<file path="src/include/tmw_pkg.sv">
/*
 * tmw_pkg: constants, register map and carrier types for the 8-bit timer
 * waveform output block.
 * assumes: a single 25 MHz core clock; APB slave with 32-bit data.
 */
package tmw_pkg;
    // register byte offsets
    localparam logic [7:0] CTRL_OFS = 8'h00;
    localparam logic [7:0] COUNT_OFS = 8'h04;
    localparam logic [7:0] CMPA_OFS = 8'h08;
    localparam logic [7:0] CMPB_OFS = 8'h0c;
    localparam logic [7:0] FLAG_OFS = 8'h10;
    localparam logic [7:0] FORCE_OFS = 8'h14;
    localparam logic [7:0] PORT_OFS = 8'h18;
    localparam logic [7:0] STAT_OFS = 8'h1c;
    // control register fields
    localparam int MODEA_POS = 6;
    localparam int MODEB_POS = 4;
    localparam int WGM_POS = 0;
    localparam int PRESC_POS = 8;
    // flag register fields
    localparam int OVF_POS = 0;
    localparam int CFA_POS = 1;
    localparam int CFB_POS = 2;
    // port register fields
    localparam int PDIRA_POS = 0;
    localparam int PDIRB_POS = 1;
    localparam int PVALA_POS = 2;
    localparam int PVALB_POS = 3;
    // counter landmarks
    localparam logic [7:0] BOTTOM_VAL = 8'h00;
    localparam logic [7:0] MAX_VAL = 8'hff;
    // reset values
    localparam logic [7:0] COUNT_RST = 8'h00;
    localparam logic [7:0] CMP_RST = 8'h00;
    localparam logic [7:0] PRESC_RST = 8'h00;
    localparam logic OUT_RST = 1'b0;
    localparam logic [31:0] ERR_DATA = 32'h0000_0000;

    // waveform generation modes
    typedef enum logic [2:0] {
        WGM_NORMAL = 3'h0,
        WGM_PC_FF = 3'h1,
        WGM_CTC = 3'h2,
        WGM_FAST_FF = 3'h3,
        WGM_RSV4 = 3'h4,
        WGM_PC_OCR = 3'h5,
        WGM_RSV6 = 3'h6,
        WGM_FAST_OCR = 3'h7
    } tmw_wgm_t;

    // control settings carried as one group
    typedef struct packed {
        logic [1:0] modeA;
        logic [1:0] modeB;
        tmw_wgm_t wgm;
        logic [7:0] presc;
    } tmw_ctrl_t;

    // pin-side signals of one output channel pair
    typedef struct packed {
        logic outA;
        logic outB;
        logic oeA;
        logic oeB;
    } tmw_pins_t;
endpackage

</file>
<file path="src/hw/tmw_timer.sv">
/*
 * tmw_timer: 8-bit timer counter with compare-match waveform outputs,
 * normal, clear-on-compare and fast PWM counting, and port override.
 * assumes: APB master on core_clk; port pins resolved outside from
 * pins outA/outB and oeA/oeB; timer tick from an internal divider set by software.
 */
// The APB slave port and the address map were chosen for this implementation.
`timescale 1ns/1ps

module tmw_timer
    import tmw_pkg::*;
(
    input wire logic core_clk,
    input wire logic rst,
    input wire logic psel,
    input wire logic penable,
    input wire logic pwrite,
    input wire logic [7:0] paddr,
    input wire logic [31:0] pwdata,
    output logic [31:0] prdata,
    output logic pready,
    output logic pslverr,
    output tmw_pkg::tmw_pins_t pins
);
    import tmw_pkg::*;

    tmw_ctrl_t ctrl_r, ctrl_nxt;
    logic [7:0] counterValue_r, counterValue_nxt;
    logic [7:0] cmpRegA_r, cmpRegA_nxt;
    logic [7:0] cmpRegB_r, cmpRegB_nxt;
    logic [7:0] cmpBufA_r, cmpBufA_nxt;
    logic [7:0] cmpBufB_r, cmpBufB_nxt;
    logic overflowFlag_r, overflowFlag_nxt;
    logic cmpFlagA_r, cmpFlagA_nxt;
    logic cmpFlagB_r, cmpFlagB_nxt;
    logic matchA_r, matchA_nxt;
    logic matchB_r, matchB_nxt;
    logic blockMatch_r, blockMatch_nxt;
    logic outBitA_r, outBitA_nxt;
    logic outBitB_r, outBitB_nxt;
    logic [3:0] portReg_r, portReg_nxt;
    logic [7:0] prescCnt_r, prescCnt_nxt;
    logic tick_r, tick_nxt;
    logic [31:0] prdata_nxt;
    logic pready_nxt, pslverr_nxt;
    tmw_pins_t pins_nxt;

    logic wrEn, rdEn, isPwm, isFast, isTopA;
    logic [7:0] topVal;
    logic atTop, hitA, hitB, forceA, forceB;

    // decoded mode and access strobes
    // accesses are taken only in the first access cycle, so the pready
    // cycle that follows never repeats a write or a read side effect
    always_comb
    begin
        wrEn = psel && penable && pwrite && !pready;
        rdEn = psel && penable && !pwrite && !pready;
        isFast = (ctrl_r.wgm == WGM_FAST_FF) || (ctrl_r.wgm == WGM_FAST_OCR);
        isPwm = ctrl_r.wgm[0];
        isTopA = (ctrl_r.wgm == WGM_CTC) || (ctrl_r.wgm == WGM_FAST_OCR);
        topVal = isTopA ? cmpRegA_r : MAX_VAL;
        atTop = (counterValue_r == topVal);
        hitA = (counterValue_r == cmpRegA_r) && !blockMatch_r;
        hitB = (counterValue_r == cmpRegB_r) && !blockMatch_r;
        forceA = wrEn && (paddr == FORCE_OFS) && pwdata[0] && !isPwm;
        forceB = wrEn && (paddr == FORCE_OFS) && pwdata[1] && !isPwm;
    end

    // output action per channel; mode read live so new mode hits next match
    // phase-correct and reserved modes fall through to the non-fast branch,
    // so their outputs only move on matches or forced compares
    function automatic logic nextOut(input logic cur, input logic [1:0] mode,
                                     input logic fast, input logic topSel,
                                     input logic isA, input logic match,
                                     input logic bottom, input logic frc,
                                     input logic extreme);
        logic res;
        res = cur;
        if (mode == 2'h0)
        begin
            res = cur;
        end
        else if (!fast)
        begin
            if (match || frc)
            begin
                unique case (mode)
                    2'h1: res = !cur;
                    2'h2: res = 1'b0;
                    default: res = 1'b1;
                endcase
            end
        end
        else if (mode == 2'h1)
        begin
            if (isA && topSel && match)
            begin
                res = !cur;
            end
        end
        else
        begin
            // match ignored when compare equals top; end action alone decides
            if (bottom)
            begin
                res = !mode[0];
            end
            else if (match && !extreme)
            begin
                res = mode[0];
            end
        end
        return res;
    endfunction

    // counter, flags, compare buffers and outputs
    // order of the blocks below sets priority: tick first, then force,
    // then software writes, so a counter write overrides the count step
    always_comb
    begin
        ctrl_nxt = ctrl_r;
        counterValue_nxt = counterValue_r;
        cmpRegA_nxt = cmpRegA_r;
        cmpRegB_nxt = cmpRegB_r;
        cmpBufA_nxt = cmpBufA_r;
        cmpBufB_nxt = cmpBufB_r;
        overflowFlag_nxt = overflowFlag_r;
        cmpFlagA_nxt = cmpFlagA_r;
        cmpFlagB_nxt = cmpFlagB_r;
        matchA_nxt = matchA_r;
        matchB_nxt = matchB_r;
        blockMatch_nxt = blockMatch_r;
        outBitA_nxt = outBitA_r;
        outBitB_nxt = outBitB_r;
        portReg_nxt = portReg_r;
        prescCnt_nxt = prescCnt_r;
        tick_nxt = 1'b0;
        // tick divider: one pulse every presc+1 clocks
        if (prescCnt_r >= ctrl_r.presc)
        begin
            prescCnt_nxt = 8'h00;
            tick_nxt = 1'b1;
        end
        else
        begin
            prescCnt_nxt = prescCnt_r + 8'h01;
        end
        if (tick_r)
        begin
            matchA_nxt = hitA;
            matchB_nxt = hitB;
            blockMatch_nxt = 1'b0;
            // flags set one tick after the match
            if (matchA_r)
            begin
                cmpFlagA_nxt = 1'b1;
            end
            if (matchB_r)
            begin
                cmpFlagB_nxt = 1'b1;
            end
            // counting sequence follows waveform mode only
            if (ctrl_r.wgm == WGM_CTC && hitA)
            begin
                counterValue_nxt = BOTTOM_VAL;
            end
            else if (isFast && atTop)
            begin
                counterValue_nxt = BOTTOM_VAL;
            end
            else
            begin
                counterValue_nxt = counterValue_r + 8'h01;
            end
            if (counterValue_r == MAX_VAL && !isFast)
            begin
                overflowFlag_nxt = 1'b1;
            end
            if (isFast && atTop)
            begin
                overflowFlag_nxt = 1'b1;
                cmpRegA_nxt = cmpBufA_r;
                cmpRegB_nxt = cmpBufB_r;
            end
            outBitA_nxt = nextOut(outBitA_r, ctrl_r.modeA, isFast, ctrl_r.wgm[2], 1'b1,
                                  hitA, isFast && atTop, 1'b0, cmpRegA_r == topVal);
            outBitB_nxt = nextOut(outBitB_r, ctrl_r.modeB, isFast, ctrl_r.wgm[2], 1'b0,
                                  hitB, isFast && atTop, 1'b0, cmpRegB_r == topVal);
        end
        // forced compare: output only, no flag, no counter clear
        if (forceA)
        begin
            outBitA_nxt = nextOut(outBitA_r, ctrl_r.modeA, 1'b0, 1'b0, 1'b1,
                                  1'b0, 1'b0, 1'b1, 1'b0);
        end
        if (forceB)
        begin
            outBitB_nxt = nextOut(outBitB_r, ctrl_r.modeB, 1'b0, 1'b0, 1'b0,
                                  1'b0, 1'b0, 1'b1, 1'b0);
        end
        // software writes; counter write wins and blocks the next match
        if (wrEn)
        begin
            unique case (paddr)
                CTRL_OFS:
                begin
                    ctrl_nxt.modeA = pwdata[MODEA_POS +: 2];
                    ctrl_nxt.modeB = pwdata[MODEB_POS +: 2];
                    ctrl_nxt.wgm = tmw_wgm_t'(pwdata[WGM_POS +: 3]);
                    ctrl_nxt.presc = pwdata[PRESC_POS +: 8];
                end
                COUNT_OFS:
                begin
                    counterValue_nxt = pwdata[7:0];
                    blockMatch_nxt = 1'b1;
                end
                CMPA_OFS:
                begin
                    cmpBufA_nxt = pwdata[7:0];
                    if (!isPwm)
                    begin
                        cmpRegA_nxt = pwdata[7:0];
                    end
                end
                CMPB_OFS:
                begin
                    cmpBufB_nxt = pwdata[7:0];
                    if (!isPwm)
                    begin
                        cmpRegB_nxt = pwdata[7:0];
                    end
                end
                FLAG_OFS:
                begin
                    // write one clears, but a same-cycle set wins
                    if (pwdata[OVF_POS] && !overflowFlag_nxt)
                    begin
                        overflowFlag_nxt = 1'b0;
                    end
                    else if (pwdata[OVF_POS] && !(overflowFlag_nxt && !overflowFlag_r))
                    begin
                        overflowFlag_nxt = 1'b0;
                    end
                    if (pwdata[CFA_POS] && !(cmpFlagA_nxt && !cmpFlagA_r))
                    begin
                        cmpFlagA_nxt = 1'b0;
                    end
                    if (pwdata[CFB_POS] && !(cmpFlagB_nxt && !cmpFlagB_r))
                    begin
                        cmpFlagB_nxt = 1'b0;
                    end
                end
                PORT_OFS:
                begin
                    portReg_nxt = pwdata[3:0];
                end
                default:
                begin
                end
            endcase
        end
    end

    // pin override and APB answer
    // pins are built from next values so they change on the same edge as
    // the state behind them, keeping the output a plain flip-flop
    // unmapped reads return zero data together with the error flag
    always_comb
    begin
        pins_nxt.outA = (ctrl_nxt.modeA != 2'h0) ? outBitA_nxt : portReg_nxt[PVALA_POS];
        pins_nxt.outB = (ctrl_nxt.modeB != 2'h0) ? outBitB_nxt : portReg_nxt[PVALB_POS];
        pins_nxt.oeA = portReg_nxt[PDIRA_POS];
        pins_nxt.oeB = portReg_nxt[PDIRB_POS];
        pready_nxt = (rdEn || wrEn);
        pslverr_nxt = 1'b0;
        prdata_nxt = ERR_DATA;
        if (rdEn)
        begin
            unique case (paddr)
                CTRL_OFS: prdata_nxt = {16'h0000, ctrl_r.presc, ctrl_r.modeA, ctrl_r.modeB,
                                        1'b0, ctrl_r.wgm};
                COUNT_OFS: prdata_nxt = {24'h000000, counterValue_r};
                CMPA_OFS: prdata_nxt = {24'h000000, cmpBufA_r};
                CMPB_OFS: prdata_nxt = {24'h000000, cmpBufB_r};
                FLAG_OFS: prdata_nxt = {29'h0, cmpFlagB_r, cmpFlagA_r, overflowFlag_r};
                FORCE_OFS: prdata_nxt = ERR_DATA;
                PORT_OFS: prdata_nxt = {28'h0, portReg_r};
                STAT_OFS: prdata_nxt = {30'h0, outBitB_r, outBitA_r};
                default: pslverr_nxt = 1'b1;
            endcase
        end
        else if (wrEn)
        begin
            pslverr_nxt = (paddr > STAT_OFS) || (paddr[1:0] != 2'h0) || (paddr == STAT_OFS);
        end
    end

    // state registers
    // reset branch loads constants only
    always_ff @(posedge core_clk or posedge rst)
    begin
        if (rst)
        begin
            ctrl_r <= '{modeA: 2'h0, modeB: 2'h0, wgm: WGM_NORMAL, presc: PRESC_RST};
            counterValue_r <= COUNT_RST;
            cmpRegA_r <= CMP_RST;
            cmpRegB_r <= CMP_RST;
            cmpBufA_r <= CMP_RST;
            cmpBufB_r <= CMP_RST;
            overflowFlag_r <= 1'b0;
            cmpFlagA_r <= 1'b0;
            cmpFlagB_r <= 1'b0;
            matchA_r <= 1'b0;
            matchB_r <= 1'b0;
            blockMatch_r <= 1'b0;
            outBitA_r <= OUT_RST;
            outBitB_r <= OUT_RST;
            portReg_r <= 4'h0;
            prescCnt_r <= 8'h00;
            tick_r <= 1'b0;
            prdata <= ERR_DATA;
            pready <= 1'b0;
            pslverr <= 1'b0;
            pins <= '0;
        end
        else
        begin
            ctrl_r <= ctrl_nxt;
            counterValue_r <= counterValue_nxt;
            cmpRegA_r <= cmpRegA_nxt;
            cmpRegB_r <= cmpRegB_nxt;
            cmpBufA_r <= cmpBufA_nxt;
            cmpBufB_r <= cmpBufB_nxt;
            overflowFlag_r <= overflowFlag_nxt;
            cmpFlagA_r <= cmpFlagA_nxt;
            cmpFlagB_r <= cmpFlagB_nxt;
            matchA_r <= matchA_nxt;
            matchB_r <= matchB_nxt;
            blockMatch_r <= blockMatch_nxt;
            outBitA_r <= outBitA_nxt;
            outBitB_r <= outBitB_nxt;
            portReg_r <= portReg_nxt;
            prescCnt_r <= prescCnt_nxt;
            tick_r <= tick_nxt;
            prdata <= prdata_nxt;
            pready <= pready_nxt;
            pslverr <= pslverr_nxt;
            pins <= pins_nxt;
        end
    end
endmodule

</file>
<file path="config.mk">
export PLATFORM = sky130hd
export DESIGN_NAME = tmw_timer
export DESIGN_NICKNAME = d
export VERILOG_FILES = /design/src/include/tmw_pkg.sv /design/src/hw/tmw_timer.sv
export SDC_FILE = /design/constraint.sdc
export NUM_CORES = 1
export LEC_CHECK = 0
export ABC_AREA = 1
export BUFFER_PORTS_ARGS = -buffer_cell sky130_fd_sc_hd__buf_2
export CAP_MARGIN = 20
export CORE_MARGIN = 2
export CORE_UTILIZATION = 52
export DETAILED_ROUTE_END_ITERATION = 16
export GPL_TIMING_DRIVEN = 0
export PLACE_DENSITY = 0.84
export SLEW_MARGIN = 20
export SYNTH_ARGS = -nofsm -noshare
export SYNTH_HDL_FRONTEND = slang
export SYNTH_SLANG_ARGS = --single-unit
</file>
<file path="constraint.sdc">
create_clock -name core_clk -period 2.53 [get_ports core_clk]
set_input_delay 0.253 -clock core_clk [delete_from_list [all_inputs] [get_ports core_clk]]
set_output_delay 0.253 -clock core_clk [all_outputs]
set_load 0.03 [all_outputs]
</file>
==> results of run 1 <==
## synth_stat cells
cell type / instances
a21oi_1: 38
a221oi_1: 10
a31oi_1: 1
a32oi_1: 1
a41oi_1: 1
and3_1: 1
buf_2: 6
buf_4: 19
clkbuf_1: 11
clkinv_1: 1
conb_1: 1
dfrtp_1: 96
ha_1: 10
inv_1: 85
inv_2: 3
mux2_2: 1
nand2_1: 162
nand2_2: 4
nand2_4: 1
nand3_1: 24
nand3_2: 1
nand3b_1: 1
nand4_1: 14
nor2_1: 64
nor2_2: 3
nor2_4: 2
nor3_1: 19
nor3_2: 2
nor3b_1: 2
o2111ai_1: 1
o211ai_1: 18
o21ai_0: 59
o21ai_1: 3
o21bai_1: 1
o22ai_1: 6
o31ai_1: 1
xnor2_1: 4
xor2_1: 12
## report_power, final
group / switching [W] / internal [W] / total (W) / leakage (nW)
Clock: 0.000580 / 0.000373 / 0.000952 / 0.0920
Sequential: 0.0000157 / 0.00155 / 0.00156 / 1.20
Combinational: 0.000159 / 0.0000727 / 0.000232 / 1.86
Total: 0.000755 / 0.00199 / 0.00275 / 3.16
## stage by stage
step           util (%)  instance area [um^2]
4_1_cts           61.40                  6057
5_1_grt           61.57                  6073
3_5_place_dp      59.51                  5871
6_report          61.57                  6073
2_1_floorplan         -                  5386
3_3_place_gp      58.83                  5803
## critical path, delay by kind of cell, from the launching register on
family                 cells  cell delay [ps]
and+or+nand+nor           17             1380
DFF                        1              470
buffers and inverters      2              350
## how the worst min path moves through the flow
stage                   endpoint  slack (ps)  cells past startpoint
floorplan             cmpFlagB_r         360                      1
global placement          pready         450                      1
detailed placement  cmpBufA_r[0]         310                      2
CTS                   cmpFlagB_r          90                      2
global route          cmpFlagB_r         120                      2
finish                cmpFlagB_r         100                      2
## area by class of cell
| type | count | share of cell area (%) |
|---|---|---|
| multi-input combinational | 483 | 40.21 |
| sequential | 96 | 39.58 |
| inverter | 89 | 5.604 |
| timing repair buffer | 54 | 5.398 |
| buffer | 36 | 3.564 |
| tap | 133 | 2.740 |
| clock buffer | 10 | 2.101 |
| clock inverter | 6 | 0.8035 |
## registers in the layout, indices dropped and copies added (netlist names), 2 cells and up
register,flops
portReg_r,4
cmpBufA_r,8
counterValue_r,8
prescCnt_r,8
ctrl_r,15
cmpRegA_r,8
pins,2
prdata,16
cmpBufB_r,8
cmpRegB_r,8
## per-layer routing
layer | vias to the layer above | routed length [um]
met1 | 2402 | 6511
met3 | 47 | 1589
met5 | - | 0
met4 | 0 | 571
li1 | 2401 | -
met2 | 294 | 6856
## what timing repair did
| item | CTS | global route |
|---|---|---|
| endpoints found under the hold margin | 19 | 0 |
| gates resized for setup | 0 | 6 |
| hold buffers | 1 | 0 |
| setup buffers | 0 | 0 |
| setup endpoints to repair | 0 | 17 |
## cell families after synthesis
group | Yosys count
fa+ha+maj | 10
other cells | 1
flops | 96
mux | 1
xor+xnor | 16
simple gates | 300
compound gates | 140
buf+inv | 125
==> flow_summary.ini, run 1 <==
[min_path]
hold_start = pwdata[2]
hp-class = in -> reg

[worst_setup_path]
crit_top_cell = nand2_1
startpoint = ctrl_r[8]
path_cells = inv_4 -> nand2_2 -> nand2_4 -> clkbuf_4 -> nand3_2 -> nand2_1 -> nand3_1 -> nor2_2 -> nand2_2 -> nand2_1 -> nand2_1 -> nand2_1 -> nand2_1 -> nand2_1 -> nand2_1 -> nand2_1 -> nand2_1 -> nand2_1 -> nand2_1
cp_slowest_cell = dfrtp_2
critPathCapture = pins[3]
worst_ep_arrival_time_ps = 2580
critPathKind = reg -> reg
timing.critical_path.slowest_cell_delay_ps = 470
startpoint_type = flip-flop
reg2reg_to = pins[3]
rr_startpoint = ctrl_r[8]
end_kind = flip-flop
reg2reg_setup_slack_ps = 200
path_max_fanout = 10
reg2reg_depth = 19
cp_data_required_time_ps = 2780

[layout]
layout_commonest_cell = nand2_1
fin_cells = 907
layout-drive-gt1-share_pct = 14.73
area_growth_pct = 14.02
seq_area_mm2 = 0.002404
n_fill_cell = 840
num_antenna_cells = 0
multiInputGateArea_mm2 = 0.002442
nets = 824
layout_common_cells = nand2_1, dfrtp_1, inv_1, nor2_1, o21ai_0

[floorplanning]
die_height_um = 105.2
core_area_mm2 = 0.009864
die_area_mm2 = 0.01107
rows = 36
num_io_pins = 83
fp.dieW_um = 105.2
initial_core_util_pct = 54.00

[yosys]
synth_mux_area_share_pct = 0.2114
synthSimpleGateAreaFrac_pct = 24.17
yosysWarningCount = 0
synth_compound_area_share_pct = 15.18
yosysTopAreaCellShare_pct = 45.10
ys_seq_area_share_pct = 45.10
synth-xor-area-share_pct = 2.631
synth_cells = 689
synth_top_cell_by_area = dfrtp_1
yosysUniqueCellTypes = 38
yosys_register_bits = 96
synth_fa_ha_area_share_pct = 2.349
syn_area_mm2 = 0.005326
synthTopCellsByArea = dfrtp_1, nand2_1, inv_1
synth_area_per_cell_um2 = 7.731
synth_top_family_by_area = simple AND/OR/NAND/NOR gates

[timing]
finalSetupTns_ps = 0
fin_hold_ws_ps = 97.71
fmax_mhz = 430.1
final.setup_skew_ps = 16.40
grt_setup_unrepaired = false
setup_viol = 0
setup_ws_ps = 204.9
slew_violations = 0
fin_crit_ps = 2325
hold_viol = 0
finalCritPeriodShare_pct = 91.90
worst_pin_slew_ps = 794.7
slew_headroom_pct = 46.97

[power]
power_density_mw_per_mm2 = 452.6
p_leak_nw = 3.160
vdd_drop_max_mv = 0.4129
total_power_w = 0.002749

[clock_tree]
clk_latency_ps = 380
clk_path_buf_depth = 2
clk_pin_slew_worst_paths_ps = 100
cts.sinks = 96
root_buffer = clkbuf_8
cts_buffers = 9
cts_tree = built
htreeDepth = 3

[route]
drtPass1Iterations = 6
drt_iter0_markers = 497
routed_wl_mm = 15.53
vias = 5144
drt-vias-per-instance = 5.671
detail-route-antenna-nets = 0
wl_per_cell_um = 17.12
post-route-drc-count = 0

[global_routing]
grt_max_degree = 34
grt_pass1_vias = 5121
antenna_found_initial = 0
gr-usage-met2_pct = 45.39
use_met3_pct = 7.112
grt_pass1_wl_mm = 25.74
met1_usage_pct = 40.49
grt-ovfl-total = 0
top_usage_layer = met2
groute.usage.overall_pct = 29.67

[place]
portBuffers = 50
dp.cells = 890
place_ws_ps = 164.8
place_hpwl_mm = 11.66
place.gp.congestion = 1.001

[outcome]
status = finished, final reports clean

[run]
maxCapViolCount = 0
No activity file was read; power rests on OpenSTA's default activity.
==> run 2, diff against run 1 <==
--- a/config.mk
+++ b/config.mk
@@ -11,7 +11,6 @@
 export CORE_MARGIN = 2
 export CORE_UTILIZATION = 52
 export DETAILED_ROUTE_END_ITERATION = 16
-export GPL_TIMING_DRIVEN = 0
 export PLACE_DENSITY = 0.84
 export SLEW_MARGIN = 20
 export SYNTH_ARGS = -nofsm -noshare
==> run 2 against run 1 <==
- clock-buffer cell count grew 1
- first-iteration DRC count shrank 10%
- worst setup slack gained 43 ps
- hold slack lost 24 ps
- die area is the same
- critical path depth shrank 8
- global-route usage shrank 0.95 points
- design area shrank 2.9%
- highest routed layer unchanged
- wire length shrank 2.5%
- critical path type unchanged
==> flow_summary.ini, run 2 (synthesis results as in run 1) <==
[route]
routed_wl_mm = 15.14
wl_per_cell_um = 17.26
vias = 4921
drt-vias-per-instance = 5.611
drtPass1Iterations = 5
detail-route-antenna-nets = 0
post-route-drc-count = 0
drt_iter0_markers = 447

[layout]
layout-drive-gt1-share_pct = 12.37
area_growth_pct = 10.66
largest_reg_flops = 16
fin_util_pct = 59.75
nets = 794
n_fill_cell = 880
top_regs = prdata x16, ctrl_r x15
layout_common_cells = nand2_1, dfrtp_1, inv_1, nor2_1, o21ai_0
largest_register = prdata
layout_commonest_cell = nand2_1
num_antenna_cells = 0

[place]
place.gp.congestion = 0.9682
place_hpwl_mm = 11.45
portBuffers = 50

[worst_setup_path]
crit_family = simple AND/OR/NAND/NOR gates
startpoint_type = flip-flop
cp_slowest_cell = dfrtp_1
crit_top_cell = nand2_1
critPathKind = reg -> reg
worst_ep_arrival_time_ps = 2530
path_cells = inv_1 -> nand2_1 -> o211ai_1 -> nor3_1 -> nand2_1 -> o31ai_1 -> inv_1 -> nand2_1 -> nor2_1 -> a21oi_1 -> a21oi_1
end_kind = flip-flop
path_max_fanout = 7
cp_data_required_time_ps = 2780
path_buf_inv = 2
timing.critical_path.slowest_cell_delay_ps = 500

[outcome]
status = finished, final reports clean

[min_path]
hp-class = in -> reg

[global_routing]
grt_pass1_wl_mm = 24.52
groute.usage.overall_pct = 28.72
grt-ovfl-total = 0
antenna_found_initial = 0
grt_pass1_vias = 4755
grt_max_degree = 74

[clock_tree]
cts_tree = built
clk_pin_slew_worst_paths_ps = 100
cts.sinks = 96
htreeDepth = 3
clk_latency_ps = 380
clk_path_buf_depth = 2
root_buffer = clkbuf_8
cts_buffers = 9
postCtsSetupBuffers = 0

[floorplanning]
rows = 36
die_height_um = 105.2
initial_core_util_pct = 54.00
core_area_mm2 = 0.009864
die_area_mm2 = 0.01107
num_io_pins = 83
fp.dieW_um = 105.2

[timing]
final.setup_skew_ps = 11.82
fmax_mhz = 438.3
finalSetupTns_ps = 0
fin_crit_ps = 2282
grt_setup_unrepaired = false
worst_pin_slew_ps = 703.8
fin_hold_ws_ps = 73.68
hold_viol = 0
finalCritPeriodShare_pct = 90.18
slew_headroom_pct = 53.03
slew_violations = 0
setup_viol = 0

[power]
power_density_mw_per_mm2 = 474.8
vdd_drop_max_mv = 0.4161
p_leak_nw = 3.058

[run]
maxCapViolCount = 0
run 2: cell count changes in the layout (fill, tap and decap cells not counted), sizes merged:
cell	previous run	this run
inv	91	89
bufinv	0	1
clkbuf	22	11
buf	77	59
run 2: area by class of cell:
| class | instances | area, um^2 | share of cell area (%) |
|---|---|---|---|
| clock buffers | 11 | 131.4 | 2.229 |
| clock inverters | 5 | 65.06 | 1.104 |
| inverters | 89 | 337.8 | 5.731 |
| multi-input cells | 483 | 2437 | 41.35 |
| flip-flops and latches | 96 | 2404 | 40.78 |
| well taps | 133 | 166.4 | 2.823 |
| repair buffers | 60 | 352.8 | 5.986 |
run 2: what timing repair did:
action                                  in CTS  in global routing
gates resized for setup                      0                  2
endpoints found under the hold margin       23                  0
hold buffers                                 1                  0
endpoints found under the setup margin       0                  2
run 2: report_power, final:
| part | internal [W] | switching [W] | total, W |
|---|---|---|---|
| Clock | 0.000469 | 0.000568 | 0.00104 |
| Sequential | 0.00155 | 0.0000172 | 0.00157 |
| Combinational | 0.0000479 | 0.000148 | 0.000196 |
| Total | 0.00207 | 0.000733 | 0.00280 |
run 2: worst paths after layout:
kind | start | endpoint | slack, ps | depth (start not counted)
worst max register to register | counterValue_r[0] | counterValue_r[4] | 250 | 11
max in group asynchronous | rst | ctrl_r[10] | 1300 | 4
worst min-delay path | pwdata[2] | cmpFlagB_r | 70 | 2
min in group asynchronous | rst | prdata[6] | 470 | 3
worst min register to register | pready | pready | 480 | 1
worst max-delay path | counterValue_r[0] | counterValue_r[4] | 250 | 11
run 2: through the flow:
step / setup slack (ps) / power, W / instances / instance area [um^2]
final: 248.4 / 0.002799 / 877 / 5894
after global routing: 33.69 / 0.002896 / 877 / 5894
after CTS: 244.4 / 0.002810 / 877 / 5888
after detailed placement: 229.5 / 0.001790 / 860 / 5682
after global placement: 277.5 / 0.001785 / 860 / 5682
after floorplan: 654.2 / 0.001734 / 704 / 5386
run 2: per-layer routing:
metal	track usage, %	part of all wire, %
met1	38.42	42
met2	45.21	46
met3	5.926	8.0
met4	12.38	4.2
met5	0	0
==> run 3, diff against run 2 <==
--- a/config.mk
+++ b/config.mk
@@ -8,6 +8,7 @@
 export ABC_AREA = 1
 export BUFFER_PORTS_ARGS = -buffer_cell sky130_fd_sc_hd__buf_2
 export CAP_MARGIN = 20
+export CORE_ASPECT_RATIO = 2
 export CORE_MARGIN = 2
 export CORE_UTILIZATION = 52
 export DETAILED_ROUTE_END_ITERATION = 16
==> run 3 against run 2 <==
- sequential power about the same
- combinational power increased by 5%
- clock power increased by 35%
- register-to-register slack got worse by 20 ps
- hold slack got worse by 49 ps
- worst setup slack got worse by 20 ps
- clock skew decreased by 4.3 ps
- sequential share of layout area decreased by 1.7 points
- total power increased by 13%
- cell count increased by 2.7%
- critical path depth increased by 7
- design area increased by 4.5%
- largest power group unchanged
==> flow_summary.ini, run 3 (synthesis results as in run 1) <==
[global_routing]
grt_pass1_wl_mm = 26.09
antenna_found_initial = 0
grt-ovfl-total = 0
grt_pass1_vias = 5065
grt_max_degree = 97
groute.usage.overall_pct = 32.40

[power]
p_leak_nw = 3.206
vdd_drop_max_mv = 0.4493
power_density_mw_per_mm2 = 514.8

[worst_setup_path]
rr_startpoint = ctrl_r[8]
reg2reg_setup_slack_ps = 230
cp_data_required_time_ps = 2770
path_max_fanout = 8
reg2reg_depth = 18
critPathKind = reg -> reg
startpoint = ctrl_r[8]
worst_ep_arrival_time_ps = 2540
startpoint_type = flip-flop
reg2reg_to = pins[3]
end_kind = flip-flop

[floorplanning]
rows = 52
die_height_um = 147.1
die_area_mm2 = 0.01112
core_area_mm2 = 0.01002
initial_core_util_pct = 53.16
fp.dieW_um = 75.57
num_io_pins = 83

[layout]
nets = 815
area_growth_pct = 15.60
stdcell_area_mm2 = 0.006157
top_regs = prdata x16, ctrl_r x15
seq_area_mm2 = 0.002404
multiInputGateArea_mm2 = 0.002432
largest_reg_flops = 16
fin_cells = 901
largest_register = prdata
layout_commonest_cell = nand2_1
layout-drive-gt1-share_pct = 15.16
layout_common_cells = nand2_1, dfrtp_1, inv_1, nor2_1, o21ai_0
n_fill_cell = 921

[timing]
finalSetupTns_ps = 0
fmax_mhz = 434.6
setup_viol = 0
hold_viol = 0
worst_pin_slew_ps = 792.6
final.setup_skew_ps = 7.475
slew_headroom_pct = 47.11
fin_hold_ws_ps = 24.36
finalCritPeriodShare_pct = 90.96
slew_violations = 0
grt_setup_unrepaired = false
fin_crit_ps = 2301

[route]
vias = 5090
drt-vias-per-instance = 5.649
drtPass1Iterations = 5
wl_per_cell_um = 18.79
detail-route-antenna-nets = 0
drt_iter0_markers = 374
routed_wl_mm = 16.93
post-route-drc-count = 0

[clock_tree]
htreeDepth = 3
clk_latency_ps = 350
root_buffer = clkbuf_16
clk_pin_slew_worst_paths_ps = 70
clk_path_buf_depth = 2
cts_tree = built
cts_buffers = 9
ctsHoldBuffers = 0
cts.sinks = 96

[min_path]
hp-class = in -> async

[place]
dp.cells = 880
place.gp.congestion = 1.041
place_area_mm2 = 0.005819
portBuffers = 50
place_hpwl_mm = 13.12

[outcome]
status = finished, final reports clean

[run]
maxCapViolCount = 0
[run 3: critical path: stages, from the launching register on]
cell and delay, ps:
dfrtp_2 440, inv_2 70, nand2_2 80, nand2_4 130, buf_4 160, nand3_1 120, xor2_1 180, nor3_2 250
nand2_2 180, nand2_1 90, nand2_1 50, nand2_1 70, nand2_1 50, nand2_1 50, nand2_1 40, nand2_1 50
nand2_1 60, nand2_1 60, nand2_1 40
[run 3: how the worst max path moves through the flow]
| stage | to | depth (start not counted) |
|---|---|---|
| after global placement | pins[3] | 18 |
| final | pins[3] | 18 |
| after detailed placement | pins[3] | 18 |
| after global routing | pins[2] | 18 |
| after floorplan | cmpRegB_r[1] | 12 |
| after CTS | pins[3] | 18 |
[run 3: report_power, final]
group / switching [W] / internal [W]
Clock: 0.000619 / 0.000779
Combinational: 0.000154 / 0.0000523
Sequential: 0.0000165 / 0.00155
[run 3: timing repair]
action / CTS / global route
resized for setup: 0 / 1
buffers inserted: 0 / 4
setup endpoints to repair: 0 / 1
[run 3: cell type report]
class                           count  share of cell area [%]
Antenna cell                        1                 0.04064
Clock buffer                        9                   3.658
Clock inverter                      7                   1.280
Inverter                           89                   5.487
Multi-Input combinational cell    483                   39.50
Sequential cell                    96                   39.04
Tap cell                          135                   2.743
Timing Repair Buffer               81                   8.250
[run 3: per-layer routing]
| layer | track usage, % | vias up | wire length, um |
|---|---|---|---|
| met4 | 25.88 | 0 | 1666 |
| met3 | 5.144 | 79 | 790 |
| li1 | - | 2377 | - |
| met5 | 0 | - | 0 |
| met1 | 33.35 | 2405 | 5455 |
| met2 | 54.78 | 229 | 9018 |
[run 3: per-stage QoR]
stage               power [W]  util, %  setup slack, ps
floorplan            0.001734        -            654.2
global placement     0.001792    58.08            266.2
detailed placement   0.001798    58.08            228.2
CTS                  0.003186    61.11            216.3
global route         0.003265    61.43            9.900
finish               0.003170    61.45            228.8
